**config.mk**
```make
export PLATFORM = sky130hd
export DESIGN_NAME = dpllr_regs
export DESIGN_NICKNAME = d
export VERILOG_FILES = /design/src/dpllr_pkg.sv /design/src/dpllr_regs.sv
export SDC_FILE = /design/constraint.sdc
export NUM_CORES = 1
export LEC_CHECK = 0
export BUFFER_PORTS_ARGS = -buffer_cell sky130_fd_sc_hd__buf_2
export CAP_MARGIN = 10
export CORE_AREA = 3 3 139 141
export CTS_CLUSTER_SIZE = 25
export DETAILED_ROUTE_END_ITERATION = 6
export DIE_AREA = 0 0 142 144
export GPL_TIMING_DRIVEN = 0
export HOLD_SLACK_MARGIN = 0.02
export PLACE_DENSITY = 0.85
export RECOVER_POWER = 100
export SLEW_MARGIN = 5
export SYNTH_ARGS = -nofsm -noshare
export SYNTH_HDL_FRONTEND = slang
export SYNTH_SLANG_ARGS = --single-unit
```
**constraint.sdc**
```tcl
create_clock -name clk -period 2.8 [get_ports clk]
set_clock_uncertainty 0.1 [all_clocks]
set_input_delay 0.42 -clock clk [delete_from_list [all_inputs] [get_ports clk]]
set_output_delay 0.42 -clock clk [all_outputs]
set_load 0.1 [all_outputs]
```
**src/dpllr_pkg.sv**
```systemverilog
// Package with offsets, reset values and field types of the DPLL input bank.
`default_nettype none
package dpllr_pkg;

    // Byte offsets within the serial register space.
    localparam logic [9:0] A_REF_CHOICE   = 10'h008;
    localparam logic [9:0] A_RSVD_INPUT   = 10'h009;
    localparam logic [9:0] A_STATE_OVR    = 10'h00a;
    localparam logic [9:0] A_REF0_PRE_H   = 10'h00b;
    localparam logic [9:0] A_REF0_PRE_M   = 10'h00c;
    localparam logic [9:0] A_REF0_PRE_L   = 10'h00d;
    localparam logic [9:0] A_REF1_PRE_H   = 10'h00e;
    localparam logic [9:0] A_REF1_PRE_M   = 10'h00f;
    localparam logic [9:0] A_REF1_PRE_L   = 10'h010;
    localparam logic [9:0] A_REF0_DIV_H   = 10'h011;
    localparam logic [9:0] A_REF0_DIV_M   = 10'h012;
    localparam logic [9:0] A_REF0_DIV_L   = 10'h013;
    localparam logic [9:0] A_REF1_DIV_H   = 10'h014;
    localparam logic [9:0] A_REF1_DIV_M   = 10'h015;
    localparam logic [9:0] A_REF1_DIV_L   = 10'h016;
    localparam logic [9:0] A_LOOP_BW      = 10'h017;
    localparam logic [9:0] A_DAMP_GAIN    = 10'h018;
    localparam logic [9:0] A_FIXED_ONES_A = 10'h01f;
    localparam logic [9:0] A_FIXED_ONES_B = 10'h020;
    localparam logic [9:0] A_FIXED_ONES_C = 10'h021;
    localparam logic [9:0] A_FIXED_ONES_D = 10'h022;
    localparam logic [9:0] A_QUICK_ACQ    = 10'h023;
    localparam logic [9:0] A_LOCK_SET     = 10'h024;
    localparam logic [9:0] A_MOD_INT_H    = 10'h025;
    localparam logic [9:0] A_MOD_INT_L    = 10'h026;
    localparam logic [9:0] A_MOD_FRAC_H   = 10'h028;
    localparam logic [9:0] A_MOD_FRAC_M   = 10'h029;
    localparam logic [9:0] A_MOD_FRAC_L   = 10'h02a;
    localparam logic [9:0] A_FIXED_ONE    = 10'h02c;
    localparam logic [9:0] A_MOD_DITHER   = 10'h02f;

    // State-machine override codes.
    typedef enum logic [1:0] {
        DPLLR_SM_AUTO         = 2'b00,
        DPLLR_SM_FREE_RUNNING = 2'b01,
        DPLLR_SM_NORMAL       = 2'b10,
        DPLLR_SM_RESERVED     = 2'b11
    } dpllr_sm_t;

    localparam logic [2:0] REF_CHOICE_AUTO = 3'h0;

    // Stored configuration, one field per documented bit group.
    typedef struct packed {
        logic [2:0]      input_ref_choice;
        logic [4:0]      input_pattern;
        logic            override_pattern;
        dpllr_sm_t       state_override;
        logic [20:0]     ref0_prescale;
        logic [20:0]     ref1_prescale;
        logic [23:0]     ref0_loop_divider;
        logic [23:0]     ref1_loop_divider;
        logic [3:0]      locked_bandwidth;
        logic [3:0]      acquire_bandwidth;
        logic [2:0]      locked_damping;
        logic [2:0]      acquire_damping;
        logic [1:0]      loop_gain;
        logic [3:0][7:0] fixed_ones;
        logic            quick_acquire;
        logic [7:0]      lock_setting;
        logic [8:0]      modulator_integer;
        logic [20:0]     modulator_fraction;
        logic [7:0]      fixed_one_value;
        logic [1:0]      modulator_order;
        logic [1:0]      oscillator_gain;
        logic [2:0]      dither_gain;
    } dpllr_cfg_t;

    // Decoded controls handed to the PLL core.
    typedef struct packed {
        logic       auto_ref_select;
        logic       force_free_running;
        logic       force_normal;
        logic [3:0] active_bandwidth;
        logic [2:0] active_damping;
    } dpllr_ctl_t;

    // Power-on values.
    localparam dpllr_cfg_t CFG_RESET = '{
        input_ref_choice:   REF_CHOICE_AUTO,
        input_pattern:      5'h17,
        override_pattern:   1'b1,
        state_override:     DPLLR_SM_AUTO,
        ref0_prescale:      21'h000014,
        ref1_prescale:      21'h000014,
        ref0_loop_divider:  24'h000014,
        ref1_loop_divider:  24'h000014,
        locked_bandwidth:   4'h7,
        acquire_bandwidth:  4'h7,
        locked_damping:     3'h0,
        acquire_damping:    3'h0,
        loop_gain:          2'h0,
        fixed_ones:         32'hffffffff,
        quick_acquire:      1'b0,
        lock_setting:       8'h00,
        modulator_integer:  9'h000,
        modulator_fraction: 21'h000000,
        fixed_one_value:    8'h01,
        modulator_order:    2'h0,
        oscillator_gain:    2'h0,
        dither_gain:        3'h0
    };

    localparam dpllr_ctl_t CTL_RESET = '{
        auto_ref_select:    1'b1,
        force_free_running: 1'b0,
        force_normal:       1'b0,
        active_bandwidth:   4'h7,
        active_damping:     3'h0
    };

endpackage
`default_nettype wire

```
**src/dpllr_regs.sv**
```systemverilog
// Configuration register bank for the DPLL input and feedback side.
`default_nettype none

// Notes on behaviour
// 3-bit reference choice resets to 0; zero means automatic pick.
// Software never writes nonzero reference-choice codes; they are reserved.
// Override resets 00: 00 auto, 01 free-running, 10 normal, 11 reserved.
// Software sets override 01 to run as a pure synthesizer.
// Reference-0 prescale is 21 bits over 0x0b..0x0d, resets 0x000014.
// Reference-1 prescale is 21 bits over 0x0e..0x10, resets 0x000014.
// Software writes reserved bits as zero and ignores their read value.
// 24-bit loop dividers at 0x11..0x13 and 0x14..0x16, reset 0x000014.
// Upper nibble of 0x17 is locked bandwidth, resets 0111, 1111 reserved.
// Lower nibble of 0x17 is acquisition bandwidth, same table, resets 0111.
// Software keeps the fixed pattern bytes at their shown values.
module dpllr_regs
    import dpllr_pkg::*;
(
    input  wire logic       clk,
    input  wire logic       rstn,
    input  wire logic [9:0] reg_addr,
    input  wire logic       reg_wr,
    input  wire logic [7:0] reg_wdata,
    input  wire logic       reg_rd,
    input  wire logic       pll_locked,
    output var  logic [7:0] reg_rdata,
    output var  dpllr_cfg_t cfg,
    output var  dpllr_ctl_t ctl
);

    // Apply one byte write to the stored image.
    // Bits that sit in reserved positions are simply dropped, so whatever
    // software sends there cannot disturb a neighbouring field.
    function automatic dpllr_cfg_t cfg_write(
        input dpllr_cfg_t c,
        input logic [9:0] a,
        input logic [7:0] d
    );
        dpllr_cfg_t n;
        n = c;
        unique case (a)
            A_REF_CHOICE: begin
                n.input_ref_choice = d[7:5];
                n.input_pattern    = d[4:0];
            end
            A_STATE_OVR: begin
                n.override_pattern = d[5];
                n.state_override   = dpllr_sm_t'(d[1:0]);
            end
            // Prescale ratios, most significant byte first.
            A_REF0_PRE_H: n.ref0_prescale[20:16] = d[4:0];
            A_REF0_PRE_M: n.ref0_prescale[15:8]  = d;
            A_REF0_PRE_L: n.ref0_prescale[7:0]   = d;
            A_REF1_PRE_H: n.ref1_prescale[20:16] = d[4:0];
            A_REF1_PRE_M: n.ref1_prescale[15:8]  = d;
            A_REF1_PRE_L: n.ref1_prescale[7:0]   = d;
            // Feedback divider ratios, full bytes each.
            A_REF0_DIV_H: n.ref0_loop_divider[23:16] = d;
            A_REF0_DIV_M: n.ref0_loop_divider[15:8]  = d;
            A_REF0_DIV_L: n.ref0_loop_divider[7:0]   = d;
            A_REF1_DIV_H: n.ref1_loop_divider[23:16] = d;
            A_REF1_DIV_M: n.ref1_loop_divider[15:8]  = d;
            A_REF1_DIV_L: n.ref1_loop_divider[7:0]   = d;
            A_LOOP_BW: begin
                n.locked_bandwidth  = d[7:4];
                n.acquire_bandwidth = d[3:0];
            end
            A_DAMP_GAIN: begin
                n.locked_damping  = d[7:5];
                n.acquire_damping = d[4:2];
                n.loop_gain       = d[1:0];
            end
            // Fixed bytes stay writable so a bad write can be repaired.
            A_FIXED_ONES_A: n.fixed_ones[0] = d;
            A_FIXED_ONES_B: n.fixed_ones[1] = d;
            A_FIXED_ONES_C: n.fixed_ones[2] = d;
            A_FIXED_ONES_D: n.fixed_ones[3] = d;
            A_QUICK_ACQ:    n.quick_acquire = d[0];
            A_LOCK_SET:     n.lock_setting  = d;
            // Delta-sigma integer and fraction words.
            A_MOD_INT_H:  n.modulator_integer[8]         = d[0];
            A_MOD_INT_L:  n.modulator_integer[7:0]       = d;
            A_MOD_FRAC_H: n.modulator_fraction[20:16]    = d[4:0];
            A_MOD_FRAC_M: n.modulator_fraction[15:8]     = d;
            A_MOD_FRAC_L: n.modulator_fraction[7:0]      = d;
            A_FIXED_ONE:  n.fixed_one_value              = d;
            A_MOD_DITHER: begin
                n.modulator_order = d[7:6];
                n.oscillator_gain = d[5:4];
                n.dither_gain     = d[2:0];
            end
            // Reserved and unmapped bytes ignore writes.
            default: n = c;
        endcase
        return n;
    endfunction

    // Assemble the byte that a read at one offset returns.
    // Reserved positions read as zero; software must not rely on that.
    function automatic logic [7:0] cfg_read(
        input dpllr_cfg_t c,
        input logic [9:0] a
    );
        logic [7:0] r;
        r = 8'h00;
        unique case (a)
            A_REF_CHOICE: r = {c.input_ref_choice, c.input_pattern};
            A_STATE_OVR: begin
                r = {2'h0, c.override_pattern, 3'h0, c.state_override};
            end
            A_REF0_PRE_H: r = {3'h0, c.ref0_prescale[20:16]};
            A_REF0_PRE_M: r = c.ref0_prescale[15:8];
            A_REF0_PRE_L: r = c.ref0_prescale[7:0];
            A_REF1_PRE_H: r = {3'h0, c.ref1_prescale[20:16]};
            A_REF1_PRE_M: r = c.ref1_prescale[15:8];
            A_REF1_PRE_L: r = c.ref1_prescale[7:0];
            A_REF0_DIV_H: r = c.ref0_loop_divider[23:16];
            A_REF0_DIV_M: r = c.ref0_loop_divider[15:8];
            A_REF0_DIV_L: r = c.ref0_loop_divider[7:0];
            A_REF1_DIV_H: r = c.ref1_loop_divider[23:16];
            A_REF1_DIV_M: r = c.ref1_loop_divider[15:8];
            A_REF1_DIV_L: r = c.ref1_loop_divider[7:0];
            A_LOOP_BW: begin
                r = {c.locked_bandwidth, c.acquire_bandwidth};
            end
            A_DAMP_GAIN: begin
                r = {c.locked_damping, c.acquire_damping, c.loop_gain};
            end
            A_FIXED_ONES_A: r = c.fixed_ones[0];
            A_FIXED_ONES_B: r = c.fixed_ones[1];
            A_FIXED_ONES_C: r = c.fixed_ones[2];
            A_FIXED_ONES_D: r = c.fixed_ones[3];
            A_QUICK_ACQ:    r = {7'h00, c.quick_acquire};
            A_LOCK_SET:     r = c.lock_setting;
            A_MOD_INT_H:    r = {7'h00, c.modulator_integer[8]};
            A_MOD_INT_L:    r = c.modulator_integer[7:0];
            A_MOD_FRAC_H:   r = {3'h0, c.modulator_fraction[20:16]};
            A_MOD_FRAC_M:   r = c.modulator_fraction[15:8];
            A_MOD_FRAC_L:   r = c.modulator_fraction[7:0];
            A_FIXED_ONE:    r = c.fixed_one_value;
            A_MOD_DITHER: begin
                r = {c.modulator_order, c.oscillator_gain, 1'b0,
                     c.dither_gain};
            end
            default: r = 8'h00;
        endcase
        return r;
    endfunction

    // Write and read selection.
    // A read in the same cycle as a write returns the old contents, which
    // keeps the read path free of the write decode.
    dpllr_cfg_t next_cfg;
    logic [7:0] next_rdata;

    assign next_cfg   = reg_wr ? cfg_write(cfg, reg_addr, reg_wdata) : cfg;
    assign next_rdata = reg_rd ? cfg_read(cfg, reg_addr) : reg_rdata;

    // Decoded controls for the core.
    // They are taken from next_cfg and registered, so every control output
    // leaves a flip-flop and changes in the same cycle as the stored field.
    logic       next_auto_ref;
    logic       next_force_free;
    logic       next_force_normal;
    logic [3:0] next_bandwidth;
    logic [2:0] next_damping;

    // Zero selects the reference automatically; the reserved codes get no
    // meaning of their own and simply leave the choice to software's care.
    assign next_auto_ref =
        (next_cfg.input_ref_choice == REF_CHOICE_AUTO);

    // The reserved override code forces nothing, like the automatic code.
    assign next_force_free =
        (next_cfg.state_override == DPLLR_SM_FREE_RUNNING);
    assign next_force_normal =
        (next_cfg.state_override == DPLLR_SM_NORMAL);

    // Bandwidth and damping follow the lock state of the loop.
    // The reserved bandwidth code is passed through unchanged; the core
    // decides what to make of it.
    assign next_bandwidth = pll_locked ? next_cfg.locked_bandwidth
                                       : next_cfg.acquire_bandwidth;
    assign next_damping   = pll_locked ? next_cfg.locked_damping
                                       : next_cfg.acquire_damping;

    // Configuration storage with power-on defaults.
    always_ff @(posedge clk or negedge rstn) begin
        if (!rstn) begin
            cfg <= CFG_RESET;
        end else begin
            cfg <= next_cfg;
        end
    end

    // Read data register; it holds its value between reads.
    always_ff @(posedge clk or negedge rstn) begin
        if (!rstn) begin
            reg_rdata <= 8'h00;
        end else begin
            reg_rdata <= next_rdata;
        end
    end

    // Registered control outputs.
    always_ff @(posedge clk or negedge rstn) begin
        if (!rstn) begin
            ctl <= CTL_RESET;
        end else begin
            ctl.auto_ref_select    <= next_auto_ref;
            ctl.force_free_running <= next_force_free;
            ctl.force_normal       <= next_force_normal;
            ctl.active_bandwidth   <= next_bandwidth;
            ctl.active_damping     <= next_damping;
        end
    end

endmodule
`default_nettype wire

```
==> impl_metrics.env <==
export IMPL_areaGrowthSynthToFinish_pct=18.7
export IMPL_netlist_instances=828
export IMPL_cts_root_buf="clkbuf_16"
export IMPL_hold_violations=0
export IMPL_antenna_left=0
export IMPL_via_count=9431
export IMPL_cts_buffers=23
export IMPL_setup_viol=2
export IMPL_avgSynthCellArea_sq_um=12.9
export IMPL_grt_pass1_vias=9023
export IMPL_violations="setup timing"
export IMPL_die_w_microns=142
export IMPL_final_nets=1114
export IMPL_synth_edff_count=0
export IMPL_portBuffers=234
export IMPL_grt_pass1_wl_mm=62.9
export IMPL_final_layout_size_suffix_gt1_frac=0.328
export IMPL_p_leak_nw=5.51
export IMPL_power_total_mw=7.25
export IMPL_rsz0062_at_grt="false"
export IMPL_path_clk_slew_ns=0.06
export IMPL_final_cells=1336
export IMPL_cp_end_kind="register"
export IMPL_core_area_sq_um=18100
export IMPL_io_pins=244
export IMPL_path_class="in2reg"
export IMPL_ys_seq_elements=221
export IMPL_worst_path_max_fanout=10
export IMPL_hpwl_mm=32.2
export IMPL_dp_cells=1294
export IMPL_cts_tree="built"
export IMPL_antenna_found_initial=1
export IMPL_hold_class="in2reg"
export IMPL_status="finished with violations"
export IMPL_insertion_delay_ns=0.52
export IMPL_async_reset_ff_frac=1.00
export IMPL_h_tree_depth=1
export IMPL_finalCritPeriodShare=1.01
export IMPL_clock_sinks=221
export IMPL_peakVddDrop_mv=0.585
export IMPL_cp_required_ns=3.05
export IMPL_dr_pass1_iters=6
export IMPL_start_util=0.588
export IMPL_top_layer="met4"
export IMPL_wirelength_mm=43.8
export IMPL_drtIter0Drc=1047
export IMPL_drc_errors=0
export IMPL_grt_max_degree=121
export IMPL_met2_length_mm=19.6
export IMPL_track_usage=0.422
export IMPL_slew_viol_final=0
export IMPL_overflow=0
export IMPL_rows=49
export IMPL_met3_length_mm=5.22
export IMPL_power_density_nw_per_um2=574
export IMPL_yosys_warnings=0
export IMPL_synth_fp_nets=851
export IMPL_final_setup_worst_slack_ns=-0.0303
export IMPL_cts_path_max_buffers=3
export IMPL_post_drt_wl_per_cell_microns=32.8
export IMPL_netlist_area_sq_um=10600
export IMPL_die_h_microns=144
export IMPL_start_kind="input pin"
export IMPL_die_area_sq_um=20400
export IMPL_finalCriticalPeriod_ns=2.83
export IMPL_relSlewSlack=0.0636
export IMPL_worst_slew_pin_transition_ns=1.40
export IMPL_met1_length_mm=16.6
export IMPL_clock_fmax_mhz=353
export IMPL_gp_congestion=1.02
export IMPL_antenna_cells=0
export IMPL_via_per_inst=7.06
export IMPL_cp_arrival_ns=3.08
export IMPL_synth_main_ff_cell="dfrtp_1"
export IMPL_synth_cell_types=62
export IMPL_maxCapViolCount=0
export IMPL_yosysSeqAreaShare=0.526
==> layout make-up <==
type	count	area [sq um]
repair buffers	238	942
well taps	229	287
fillers	1383	5460
multi-input cells	534	4730
flip-flops and latches	221	5600
clock inverters	7	75.1
plain buffers	73	320
clock buffers	34	677
==> per-layer routing <==
metal,vias up,global-route usage
li1,3722,-
met1,4792,0.578
met2,762,0.646
met3,155,0.104
met4,0,0.180
met5,-,0
==> cells in the mapped netlist, types with 11 or more instances <==
master / n / area share
nand3_1: 11 / 0.0052
a22oi_1: 17 / 0.012
dfrtp_1: 165 / 0.39
mux2_2: 220 / 0.23
nor3_1: 18 / 0.0085
clkbuf_1: 46 / 0.016
dfstp_2: 56 / 0.14
nand2_1: 31 / 0.011
nand4_1: 60 / 0.035
nor2_1: 15 / 0.0053
a22o_1: 14 / 0.012
buf_2: 15 / 0.0071
==> repair_timing <==
action	in CTS	in global routing
gates resized for setup	2	8
endpoints found under the hold margin	77	0
hold buffers	1	0
gates cloned	0	0
setup endpoints to repair	7	31
setup buffers	0	0
==> where the power goes <==
group | switching [mW] | internal, mW | total (mW)
registers | 0.0548 | 3.26 | 3.31
logic | 0.750 | 0.127 | 0.878
clock network | 1.29 | 1.77 | 3.06
total | 2.09 | 5.15 | 7.25
==> through the flow <==
step / hold slack [ns] / instance area, sq um / TNS, ns / utilization / setup WS (ns)
2_1_floorplan: 0.0244 / 10600 / 0 / - / 0.414
3_3_place_gp: 0.408 / 12100 / -508.25 / 0.669 / -2.44
3_5_place_dp: 0.401 / 12200 / -29.20 / 0.672 / -0.669
4_1_cts: 0.133 / 12900 / 0 / 0.715 / 0.0215
5_1_grt: 0.146 / 12600 / 0 / 0.698 / 0.0131
6_report: 0.140 / 12600 / -0.0383 / 0.698 / -0.0303
==> cell usage in the layout (no fill, tap or decap), types with 4 or more instances in the layout <==
master	instances
nand3_1	13
or4_1	5
nand4_1	60
o2bb2ai_1	7
mux2_2	207
mux2_1	13
and3_1	10
mux2i_1	10
clkbuf_16	23
o211ai_1	7
clkbuf_2	8
a21oi_1	4
dfrtp_1	165
nor4_1	5
a22o_1	14
nor3_2	10
nor3_1	17
or4b_1	4
a311oi_2	5
dfstp_2	56
nand3b_1	5
a32o_1	5
clkbuf_1	278
nor3b_1	5
nor2b_1	4
a22oi_1	17
a222oi_1	4
buf_2	20
o2111ai_1	6
clkbuf_8	6
nand2_1	31
nor2_1	16
==> cells by family after synthesis <==
family,count (synthesis),share of synthesized area
AND/OR/NAND/NOR,210,0.125
AO/OA/AOI/OAI,94,0.0758
flip-flops,221,0.526
multiplexers,230,0.242
buffers and inverters,73,0.0304
==> critical path, stage by stage <==
cell and delay, ns:
clkbuf_1 0.13, clkbuf_1 0.38, nor2b_1 0.10, clkbuf_1 0.24, clkbuf_1 0.37, nand4_1 0.27, nand4_1 0.12, a2111oi_0 0.87
a211oi_1 0.17
==> state kept, by name, indices dropped and copies added, names as in the netlist <==
name	count
cfg	203
reg_rdata	8
ctl	10
==> final timing paths <==
| path | from | to | slack, ns | depth (start not counted) |
|---|---|---|---|---|
| max reg2reg | cfg[16]$_DFFE_PN0P_ | reg_rdata[1]$_DFFE_PN0P_ | 0.75 | 3 |
| min in group asynchronous | rstn | cfg[31]$_DFFE_PN0P_ | 0.69 | 2 |
| max in group asynchronous | rstn | cfg[157]$_DFFE_PN0P_ | 0.65 | 3 |
| min reg2reg | cfg[135]$_DFFE_PN0P_ | cfg[135]$_DFFE_PN0P_ | 0.43 | 1 |
| min | reg_wdata[6] | cfg[201]$_DFF_PN0_ | 0.14 | 2 |
| max | reg_addr[0] | reg_rdata[1]$_DFFE_PN0P_ | -0.03 | 9 |
Note: power is estimated with default switching activity, not from simulation.
